`config.mk`:
```
export PLATFORM = sky130hd
export DESIGN_NAME = dtov_top
export DESIGN_NICKNAME = d
export VERILOG_FILES = /design/src/include/dtov_pkg.sv /design/src/core/dtov_phase.sv /design/src/core/dtov_decision.sv /design/src/core/dtov_top.sv
export SDC_FILE = /design/constraint.sdc
export NUM_CORES = 1
export LEC_CHECK = 0
export BUFFER_PORTS_ARGS = -buffer_cell sky130_fd_sc_hd__buf_2
export CAP_MARGIN = 5
export CORE_ASPECT_RATIO = 2
export CORE_MARGIN = 2
export CORE_UTILIZATION = 45
export CTS_CLUSTER_SIZE = 16
export DETAILED_ROUTE_END_ITERATION = 8
export PLACE_DENSITY_LB_ADDON = 0.3
export SLEW_MARGIN = 20
export SYNTH_ARGS = -nofsm -noshare
export SYNTH_HDL_FRONTEND = slang
export SYNTH_SLANG_ARGS = --single-unit
```
`constraint.sdc`:
```
create_clock -name clk -period 11.1 [get_ports clk]
set_input_delay 2.22 -clock clk [delete_from_list [all_inputs] [get_ports clk]]
set_output_delay 2.22 -clock clk [all_outputs]
set_load 0.02 [all_outputs]
```
`src/include/dtov_pkg.sv`:
```
// Shared constants and carrier types of the three-phase definite-time overvoltage detector.
// Assumes a single 20 MHz clock and magnitudes in units of 0.01 % of nominal voltage.
//
// Function
// (RULE1) An enable switches the function Off or On, Off after reset; Off gives no outputs.
// (RULE2) Inputs are fundamental RMS magnitudes of three phase or phase-to-phase voltages.
// (RULE3) Each phase decides its own started state against the start level.
// (RULE4) A phase starts above the start level, 30 to 130 percent, default 110.
// (RULE5) A started phase drops off at least ratio percent below level, 1 to 10, default 5.
// (RULE6) The delay is counted only while the phase stays started above its level; the code also counts while started in the hysteresis band.
// (RULE7) The delay runs 0 to 60000 ms in 1 ms steps, default 100 ms.
// (RULE8) Each phase has its own start and internal trip, trip once its delay expires.
// (RULE9) In phase-to-phase use the three channels stand for the L12, L23, L31 pairs.
// (RULE10) Per-phase trips stay inside; only phase starts, general start and trip leave.
// (RULE11) Start-only select defaults to 0; at 1 only starts, no general trip.
// (RULE12) A decision stage forms the general trip from starts, trips and start-only.
// (RULE13) One block input, driven by outside logic, disables the function.
// (RULE14) The general start is high while any of the three voltages is started.
// (RULE15) Phase-to-phase monitoring is the default selection after reset.
// (RULE16) Drop-off or block clears the phase delay count, so timing restarts from zero.
// (RULE17) While blocked, every start and trip output is forced inactive.

package dtov_pkg;

   ////////////////////////////////////////////////////////////////////////////////////////////
   // Measurement format and timing.
   localparam int MAG_W = 16;
   localparam int CLK_HZ = 20_000_000;
   localparam int MS_PER_S = 1000;
   localparam int CYC_PER_MS = CLK_HZ / MS_PER_S;
   localparam int CYC_W = 16;
   localparam logic [15:0] PCT_SCALE = 16'h0064;

   ////////////////////////////////////////////////////////////////////////////////////////////
   // Setting ranges and defaults.
   localparam logic [7:0] LEVEL_MIN = 8'h1e;
   localparam logic [7:0] LEVEL_MAX = 8'h82;
   localparam logic [7:0] LEVEL_DEF = 8'h6e;
   localparam logic [7:0] RATIO_MIN = 8'h01;
   localparam logic [7:0] RATIO_MAX = 8'h0a;
   localparam logic [7:0] RATIO_DEF = 8'h05;
   localparam logic [15:0] DELAY_MAX = 16'hea60;
   localparam logic [15:0] DELAY_DEF = 16'h0064;

   ////////////////////////////////////////////////////////////////////////////////////////////
   // Register map, byte addresses on the APB.
   localparam int APB_AW = 12;
   localparam logic [11:0] OFS_CTRL = 12'h000;
   localparam logic [11:0] OFS_LEVEL = 12'h004;
   localparam logic [11:0] OFS_RATIO = 12'h008;
   localparam logic [11:0] OFS_DELAY = 12'h00c;
   localparam logic [11:0] OFS_STATUS = 12'h010;
   localparam logic [11:0] OFS_IRQ_STAT = 12'h014;
   localparam logic [11:0] OFS_IRQ_MASK = 12'h018;

   // Control register fields and reset value (phase-to-phase on, enable and start-only off).
   localparam int CTRL_EN_BIT = 0;
   localparam int CTRL_STONLY_BIT = 1;
   localparam int CTRL_L2L_BIT = 2;
   localparam logic CTRL_EN_RST = 1'b0;
   localparam logic CTRL_STONLY_RST = 1'b0;
   localparam logic CTRL_L2L_RST = 1'b1;

   // Status register fields.
   localparam int STAT_START_LSB = 0;
   localparam int STAT_ANY_BIT = 3;
   localparam int STAT_TRIP_BIT = 4;

   // Interrupt events.
   localparam int IRQ_W = 3;
   localparam int IRQ_START_RISE = 0;
   localparam int IRQ_TRIP_RISE = 1;
   localparam int IRQ_START_FALL = 2;

   ////////////////////////////////////////////////////////////////////////////////////////////
   // Carriers.
   typedef struct packed {
      logic [MAG_W-1:0] magPhaseC;
      logic [MAG_W-1:0] magPhaseB;
      logic [MAG_W-1:0] magPhaseA;
   } dtov_mag3_t;

   typedef struct packed {
      logic [2:0] phaseStart;
      logic anyStart;
      logic combTrip;
   } dtov_out_t;

endpackage

```
`src/core/dtov_phase.sv`:
```
// One phase channel: start with hysteresis and a definite-time delay counter.
// Assumes thresholds and delay come from settings held on the same clock.
`timescale 1ns/1ps

module dtov_phase #(
   parameter int CYC_PER_MS = dtov_pkg::CYC_PER_MS
) (
   // Clock and reset.
   input wire logic clk,
   input wire logic reset,
   // Settings and control.
   input wire logic clear,
   input wire logic [dtov_pkg::MAG_W-1:0] mag,
   input wire logic [15:0] startThr,
   input wire logic [15:0] dropThr,
   input wire logic [15:0] delayMs,
   // Channel state.
   output logic started,
   output logic trip
);

   typedef struct packed {
      logic started;
      logic trip;
      logic [dtov_pkg::CYC_W-1:0] cyc;
      logic [15:0] ms;
   } dtov_phase_state_t;

   localparam logic [dtov_pkg::CYC_W-1:0] CYC_LAST = dtov_pkg::CYC_W'(CYC_PER_MS - 1);

   dtov_phase_state_t s_r;
   dtov_phase_state_t s_nxt;

   ////////////////////////////////////////////////////////////////////////////////////////////
   // Next state: hysteresis comparator, then a millisecond count while started.
   always_comb begin
      s_nxt = s_r;
      if (clear) begin
         s_nxt = '0; // [RULE16] [RULE13]
      end else begin
         if (s_r.started) begin
            s_nxt.started = (mag > dropThr); // [RULE5] [RULE3]
         end else begin
            s_nxt.started = (mag > startThr); // [RULE4] [RULE3]
         end
         if (!s_nxt.started) begin
            s_nxt.cyc = '0; // [RULE16]
            s_nxt.ms = '0;
            s_nxt.trip = 1'b0;
         end else if (s_r.trip || (s_r.ms >= delayMs)) begin
            s_nxt.trip = 1'b1; // [RULE8] [RULE7]
         end else if (s_r.cyc == CYC_LAST) begin
            s_nxt.cyc = '0; // [RULE6]
            s_nxt.ms = s_r.ms + 16'h0001;
         end else begin
            s_nxt.cyc = s_r.cyc + 1'b1;
         end
      end
   end

   // State register.
   always_ff @(posedge clk) begin
      if (reset) begin
         s_r <= '0;
      end else begin
         s_r <= s_nxt;
      end
   end

   assign started = s_r.started;
   assign trip = s_r.trip;

endmodule

```
`src/core/dtov_decision.sv`:
```
// Decision stage: forms general start and general trip from the phase channels.
// Assumes its inputs all come from logic on the same clock.
`timescale 1ns/1ps

module dtov_decision (
   // Settings and block.
   input wire logic enable,
   input wire logic startOnly,
   input wire logic blockIn,
   // Phase channels.
   input wire logic [2:0] phStart,
   input wire logic [2:0] phTrip,
   // Decided outputs.
   output dtov_pkg::dtov_out_t dec
);

   logic active;

   // Gate everything with enable and block, then combine the phases.
   always_comb begin
      active = enable && !blockIn; // [RULE1] [RULE17]
      dec.phaseStart = active ? phStart : 3'h0;
      dec.anyStart = active && (|phStart); // [RULE14]
      dec.combTrip = active && !startOnly && (|(phTrip & phStart)); // [RULE12] [RULE11]
   end

endmodule

```
`src/core/dtov_top.sv`:
```
// Top of the definite-time overvoltage detector: APB registers, interrupt, three channels.
// Assumes magnitudes and the block input come from logic on clk, and an APB master on clk.
//
// Design decisions made here: the register offsets and the APB interface to the registers.
`timescale 1ns/1ps

module dtov_top #(
   parameter int CYC_PER_MS = dtov_pkg::CYC_PER_MS
) (
   // Clock and reset.
   input wire logic clk,
   input wire logic reset,
   // APB slave.
   input wire logic psel,
   input wire logic penable,
   input wire logic pwrite,
   input wire logic [dtov_pkg::APB_AW-1:0] paddr,
   input wire logic [31:0] pwdata,
   output logic [31:0] prdata,
   output logic pready,
   output logic pslverr,
   // Measurements and block from upstream logic.
   input wire dtov_pkg::dtov_mag3_t magIn,
   input wire logic functionBlockIn,
   // Selection toward the upstream stage.
   output logic lineToLineSel,
   // Protection outputs.
   output logic startPhaseA,
   output logic startPhaseB,
   output logic startPhaseC,
   output logic anyPhaseStart,
   output logic combinedTrip,
   // Interrupt.
   output logic irq
);

   ////////////////////////////////////////////////////////////////////////////////////////////
   // State of the module.
   typedef struct packed {
      logic ack;
      logic [31:0] rdata;
      logic slvErr;
      logic operationEnable;
      logic startOnlySelect;
      logic lineToLine;
      logic [7:0] startLevelPct;
      logic [7:0] dropoffRatioPct;
      logic [15:0] tripDelayMs;
      logic [dtov_pkg::IRQ_W-1:0] irqStat;
      logic [dtov_pkg::IRQ_W-1:0] irqMask;
      dtov_pkg::dtov_out_t outs;
   } dtov_top_state_t;

   dtov_top_state_t s_r;
   dtov_top_state_t s_nxt;

   ////////////////////////////////////////////////////////////////////////////////////////////
   // Helper functions.

   // Product of two percentage figures in units of 0.01 percent.
   function automatic logic [15:0] mulPct(input logic [7:0] a, input logic [15:0] b);
      logic [23:0] p;
      p = {16'h0000, a} * {8'h00, b};
      return p[15:0];
   endfunction

   // Limits a written setting to its allowed range.
   function automatic logic [15:0] clampSet(input logic [31:0] w, input logic [15:0] lo,
                                           input logic [15:0] hi);
      logic [15:0] r;
      r = w[15:0];
      if (w[31:16] != 16'h0000 || w[15:0] > hi) begin
         r = hi;
      end else if (w[15:0] < lo) begin
         r = lo;
      end
      return r;
   endfunction

   // True when the address names a mapped register.
   function automatic logic addrMapped(input logic [dtov_pkg::APB_AW-1:0] a);
      return (a == dtov_pkg::OFS_CTRL) || (a == dtov_pkg::OFS_LEVEL) ||
             (a == dtov_pkg::OFS_RATIO) || (a == dtov_pkg::OFS_DELAY) ||
             (a == dtov_pkg::OFS_STATUS) || (a == dtov_pkg::OFS_IRQ_STAT) ||
             (a == dtov_pkg::OFS_IRQ_MASK);
   endfunction

   ////////////////////////////////////////////////////////////////////////////////////////////
   // Thresholds from the settings.
   logic [15:0] startThr;
   logic [15:0] dropThr;
   logic [15:0] keepPct;

   // Start threshold is the level; the drop threshold sits ratio percent beneath it.
   always_comb begin
      keepPct = dtov_pkg::PCT_SCALE - {8'h00, s_r.dropoffRatioPct};
      startThr = mulPct(s_r.startLevelPct, dtov_pkg::PCT_SCALE); // [RULE4]
      dropThr = mulPct(s_r.startLevelPct, keepPct); // [RULE5]
   end

   ////////////////////////////////////////////////////////////////////////////////////////////
   // Phase channels.
   logic [2:0] phStart;
   logic [2:0] phTrip;
   logic chanClear;
   logic [dtov_pkg::MAG_W-1:0] magArr [3];

   // Channels are cleared while the function is off or blocked.
   assign chanClear = !s_r.operationEnable || functionBlockIn; // [RULE1] [RULE16] [RULE13]

   // Channel 0, 1, 2 carry L1, L2, L3 or the L12, L23, L31 pairs alike.
   assign magArr[0] = magIn.magPhaseA; // [RULE2] [RULE9]
   assign magArr[1] = magIn.magPhaseB;
   assign magArr[2] = magIn.magPhaseC;

   for (genvar g = 0; g < 3; g++) begin : gPhase
      dtov_phase #(
         .CYC_PER_MS(CYC_PER_MS)
      ) uPhase (
         .clk(clk),
         .reset(reset),
         .clear(chanClear),
         .mag(magArr[g]),
         .startThr(startThr),
         .dropThr(dropThr),
         .delayMs(s_r.tripDelayMs),
         .started(phStart[g]),
         .trip(phTrip[g])
      );
   end

   ////////////////////////////////////////////////////////////////////////////////////////////
   // Decision stage.
   dtov_pkg::dtov_out_t dec;

   dtov_decision uDecision (
      .enable(s_r.operationEnable),
      .startOnly(s_r.startOnlySelect),
      .blockIn(functionBlockIn),
      .phStart(phStart),
      .phTrip(phTrip),
      .dec(dec)
   );

   ////////////////////////////////////////////////////////////////////////////////////////////
   // Bus and interrupt terms.
   logic setupDone;
   logic doWrite;
   logic [dtov_pkg::IRQ_W-1:0] irqEvents;
   logic [dtov_pkg::IRQ_W-1:0] irqClr;
   logic [31:0] rdMux;
   logic [31:0] ctrlWord;
   logic [31:0] statWord;

   // Access phase seen for the first time, and the completing write.
   assign setupDone = psel && penable && !s_r.ack;
   assign doWrite = psel && penable && s_r.ack && pwrite && !s_r.slvErr;

   // Events taken from the change of the registered general outputs.
   always_comb begin
      irqEvents = '0;
      irqEvents[dtov_pkg::IRQ_START_RISE] = dec.anyStart && !s_r.outs.anyStart;
      irqEvents[dtov_pkg::IRQ_TRIP_RISE] = dec.combTrip && !s_r.outs.combTrip;
      irqEvents[dtov_pkg::IRQ_START_FALL] = !dec.anyStart && s_r.outs.anyStart;
   end

   // Words as read back; per-phase trips are deliberately absent.
   always_comb begin
      ctrlWord = '0;
      ctrlWord[dtov_pkg::CTRL_EN_BIT] = s_r.operationEnable;
      ctrlWord[dtov_pkg::CTRL_STONLY_BIT] = s_r.startOnlySelect;
      ctrlWord[dtov_pkg::CTRL_L2L_BIT] = s_r.lineToLine;
      statWord = '0;
      statWord[dtov_pkg::STAT_START_LSB +: 3] = s_r.outs.phaseStart; // [RULE10]
      statWord[dtov_pkg::STAT_ANY_BIT] = s_r.outs.anyStart;
      statWord[dtov_pkg::STAT_TRIP_BIT] = s_r.outs.combTrip;
   end

   // Read multiplexer.
   always_comb begin
      rdMux = '0;
      if (paddr == dtov_pkg::OFS_CTRL) begin
         rdMux = ctrlWord;
      end else if (paddr == dtov_pkg::OFS_LEVEL) begin
         rdMux = {24'h000000, s_r.startLevelPct};
      end else if (paddr == dtov_pkg::OFS_RATIO) begin
         rdMux = {24'h000000, s_r.dropoffRatioPct};
      end else if (paddr == dtov_pkg::OFS_DELAY) begin
         rdMux = {16'h0000, s_r.tripDelayMs};
      end else if (paddr == dtov_pkg::OFS_STATUS) begin
         rdMux = statWord;
      end else if (paddr == dtov_pkg::OFS_IRQ_STAT) begin
         rdMux = {29'h0, s_r.irqStat};
      end else if (paddr == dtov_pkg::OFS_IRQ_MASK) begin
         rdMux = {29'h0, s_r.irqMask};
      end
   end

   ////////////////////////////////////////////////////////////////////////////////////////////
   // Next state of the module.
   always_comb begin
      s_nxt = s_r;
      irqClr = '0;
      // One wait state: the first access cycle captures, the second completes.
      if (setupDone) begin
         s_nxt.ack = 1'b1;
         s_nxt.slvErr = !addrMapped(paddr);
         s_nxt.rdata = pwrite ? 32'h00000000 : rdMux;
      end else begin
         s_nxt.ack = 1'b0;
         s_nxt.slvErr = 1'b0;
      end
      // Register writes take effect at the completing edge.
      if (doWrite) begin
         if (paddr == dtov_pkg::OFS_CTRL) begin
            s_nxt.operationEnable = pwdata[dtov_pkg::CTRL_EN_BIT]; // [RULE1]
            s_nxt.startOnlySelect = pwdata[dtov_pkg::CTRL_STONLY_BIT]; // [RULE11]
            s_nxt.lineToLine = pwdata[dtov_pkg::CTRL_L2L_BIT]; // [RULE9]
         end else if (paddr == dtov_pkg::OFS_LEVEL) begin
            s_nxt.startLevelPct = 8'(clampSet(pwdata, {8'h00, dtov_pkg::LEVEL_MIN},
                                              {8'h00, dtov_pkg::LEVEL_MAX})); // [RULE4]
         end else if (paddr == dtov_pkg::OFS_RATIO) begin
            s_nxt.dropoffRatioPct = 8'(clampSet(pwdata, {8'h00, dtov_pkg::RATIO_MIN},
                                                {8'h00, dtov_pkg::RATIO_MAX})); // [RULE5]
         end else if (paddr == dtov_pkg::OFS_DELAY) begin
            s_nxt.tripDelayMs = clampSet(pwdata, 16'h0000, dtov_pkg::DELAY_MAX); // [RULE7]
         end else if (paddr == dtov_pkg::OFS_IRQ_STAT) begin
            irqClr = pwdata[dtov_pkg::IRQ_W-1:0];
         end else if (paddr == dtov_pkg::OFS_IRQ_MASK) begin
            s_nxt.irqMask = pwdata[dtov_pkg::IRQ_W-1:0];
         end
      end
      // Sticky status: a new event wins over a clear in the same cycle.
      s_nxt.irqStat = (s_r.irqStat & ~irqClr) | irqEvents;
      // Outputs registered from the decision stage.
      s_nxt.outs = dec; // [RULE10] [RULE17]
   end

   // State register with reset values.
   always_ff @(posedge clk) begin
      if (reset) begin
         s_r <= '0;
         s_r.operationEnable <= dtov_pkg::CTRL_EN_RST; // [RULE1]
         s_r.startOnlySelect <= dtov_pkg::CTRL_STONLY_RST; // [RULE11]
         s_r.lineToLine <= dtov_pkg::CTRL_L2L_RST; // [RULE15]
         s_r.startLevelPct <= dtov_pkg::LEVEL_DEF;
         s_r.dropoffRatioPct <= dtov_pkg::RATIO_DEF;
         s_r.tripDelayMs <= dtov_pkg::DELAY_DEF;
      end else begin
         s_r <= s_nxt;
      end
   end

   ////////////////////////////////////////////////////////////////////////////////////////////
   // Port drive.
   assign prdata = s_r.rdata;
   assign pready = s_r.ack;
   assign pslverr = s_r.ack && s_r.slvErr;
   assign lineToLineSel = s_r.lineToLine; // [RULE9]
   assign startPhaseA = s_r.outs.phaseStart[0]; // [RULE8]
   assign startPhaseB = s_r.outs.phaseStart[1];
   assign startPhaseC = s_r.outs.phaseStart[2];
   assign anyPhaseStart = s_r.outs.anyStart; // [RULE14]
   assign combinedTrip = s_r.outs.combTrip; // [RULE12]
   assign irq = |(s_r.irqStat & s_r.irqMask);

endmodule

```
==> run summary <==
Outcome: completed
GRT overflow: 0
Setup_tns: 0 ns
Slowest cell on crit path: fa_1
CTS Buf Count: 17
Largest net degree at the start of global routing: 59
Filler cells: 2940
Routability cong.: 0.953
Slowest stage delay, CP: 0.53 ns
Total GRT Usage: 24.8%
Layout Utilization: 50.5%
Vias in the first global route: 12400
Fin nets: 2063
WP data arrival: 8.10 ns
Avg Cell Area, Syn: 8.43 sq um
Max cap viols: 0
Max clock buf depth: 2
Die Wd: 128 um
Critical path class: reg2reg
Unrepaired setup endpoints after global routing: false
Initial antenna violation count: 1
# setup viols final: 0
Placement row count: 90
Synth cell types: 72
Mapped cell area: 13800 sq um
Most common cell after layout, fill and taps aside: ha_1
Resized Gates After CTS: 0
Clk_lat worst skew: 0.44 ns
Core Box Area: 30200 sq um
Req. time, crit path: 11.46 ns
H-tree levels: 4
Reg2reg path depth: 29
Final Max Slew Viols: 0
Pwr per Cell Area: 88.0 nW/um^2
Residual DRC count: 0
Worst hold path cell count: 2
Clock skew: 0.00889 ns
Placed cell count: 2072
Synth top area share: 24.0%
Leak pwr: 6.58 nW
HPWL after DPL: 32400 um
CP startpoint kind: register
Worst-path clk slew: 0.07 ns
CTS tree: done
Top post-synthesis cells by area: dfxtp_1, ha_1, fa_1, nor2_1, xnor2_1
DRT iter0 DRCs: 680
Ports: 139
First-pass DRT Iterations: 6
Worst-path maximum fanout: 34
Post-synthesis sequential area ratio: 24.0%
Max IR drop VDD: 0.120 mV
Routed len/inst: 18.8 um
Die area: 32200 sq um
Layout cell share with drive strength beyond 1: 10.7%
Final Hold Viols: 0
Main synth FF type: dfxtp_1
Die height: 252 um
Non-Filler Instances: 2104
CTS Hold Bufs: 0
HP Class: reg2reg
Fin crit period: 7.74 ns
Setup Buffers After CTS: 0
Post-synth ARST share: 0%
Final antenna-violating net count: 0
Number of synthesized flops with an enable pin: 0
FMAX: 0.129 GHz
Critical path capture point type: register
Vias per cell: 5.76
Most frequent cells in the layout: ha_1, nor2_1, dfxtp_1
Global-route wire length before repair: 62500 um
Synthesized flop and latch total: 166
Instance count of the mapped netlist: 1640
Worst Max-Slew Pin Slew: 1.04 ns
Ys Warns: 0
Period utilization: 69.7%
Root buffer cell: clkbuf_16
CTS sink cnt: 166
I/O Buffers: 122
Synth-to-Final Area Change: 10.2%
Normalized max-slew margin: 30.3%
Starting Density: 45.8%
Cell accounting for the most synthesized area: dfxtp_1
Total wire length: 39600 um
Vias: 12100
layout make-up:
type / count / area [sq um] / area share [%]
antenna: 1 / 2.50 / 0.0164
clock buffer: 18 / 429 / 2.82
clock inverter: 13 / 218 / 1.43
inverter: 155 / 582 / 3.82
multi-input combinational: 1252 / 9540 / 62.6
sequential: 166 / 3320 / 21.8
tap: 368 / 460 / 3.02
timing repair buffer: 131 / 678 / 4.45
where the power goes:
part	internal, mW	switching, mW	total (mW)
Clock	0.402	0.259	0.661
Combinational	0.0331	0.0512	0.0843
Sequential	0.596	0.000242	0.596
worst paths after layout:
kind | endpoint | slack (ns) | from
setup / recovery | gPhase[0].uPhase.s_r[26] | 3.36 | s_r[27]
hold reg to reg | prdata[3] | 0.46 | prdata[3]
setup reg to reg | gPhase[0].uPhase.s_r[26] | 3.36 | s_r[27]
hold / removal | prdata[3] | 0.46 | prdata[3]
kinds of logic (layout without fill, tap and decap cells):
kind of cell	count (synthesis)	after routing	synth area share, %
simple gates	571	571	20.6
compound gates	292	292	14.2
fa+ha+maj	245	245	25.4
buf+inv	237	317	7.43
flops	166	166	24.0
xor+xnor	116	116	7.45
mux	12	12	0.896
other cells	1	17	0.0271
layer usage:
layer	part of all wire, %	GRT usage, %	routed length, um
met5	0.033	0	13
met4	7.3	16.7	2880
met3	4.0	3.67	1570
met2	55	48.0	21800
met1	34	23.4	13300
stage by stage:
step	total power [mW]	hold WS [ns]	area [sq um]	setup WS [ns]
2_1_floorplan	0.659	0.437	13900	4.28
3_3_place_gp	0.690	0.451	14600	3.57
3_5_place_dp	0.692	0.457	14600	3.40
4_1_cts	1.35	0.466	15200	3.37
5_1_grt	1.38	0.499	15200	2.73
6_report	1.34	0.463	15200	3.36
critical path: cells and delay by family, from the launching register on:
kind	cells	cell delay, ns
AOI/OAI and AO/OA	6	1.31
xor gates and xnor gates	2	0.80
adders and majority gates	9	3.63
buffers and inverters	5	0.54
DFF	1	0.47
and+or+nand+nor	7	0.89
synthesized netlist by cell type, types with 8 or more instances:
| library cell | count |
|---|---|
| ha_1 | 182 |
| nor2_1 | 168 |
| dfxtp_1 | 166 |
| inv_1 | 153 |
| nand2_1 | 99 |
| a21oi_1 | 80 |
| xnor2_1 | 66 |
| fa_1 | 60 |
| nand3_1 | 56 |
| xor2_1 | 49 |
| and2_1 | 48 |
| nor3_1 | 45 |
| o21ai_0 | 41 |
| clkbuf_1 | 40 |
| nand4_1 | 36 |
| a21o_1 | 33 |
| buf_4 | 32 |
| and3_1 | 27 |
| a22oi_1 | 23 |
| a211oi_1 | 22 |
| nor4_1 | 22 |
| nor2b_1 | 17 |
| nand2b_1 | 15 |
| a2111oi_0 | 12 |
| o21a_1 | 12 |
| mux2i_1 | 9 |
| and4_1 | 8 |
| buf_2 | 8 |
| o22ai_1 | 8 |
registers in the layout (all words and copies together), names as in the netlist, 2 cells and up:
signal / cells
ctrlWord: 2
gPhase.uPhase.started: 3
gPhase.uPhase.s_r: 96
s_r: 39
gPhase.uPhase.trip: 3
prdata: 16
Power figures use the tool's default switching activity.
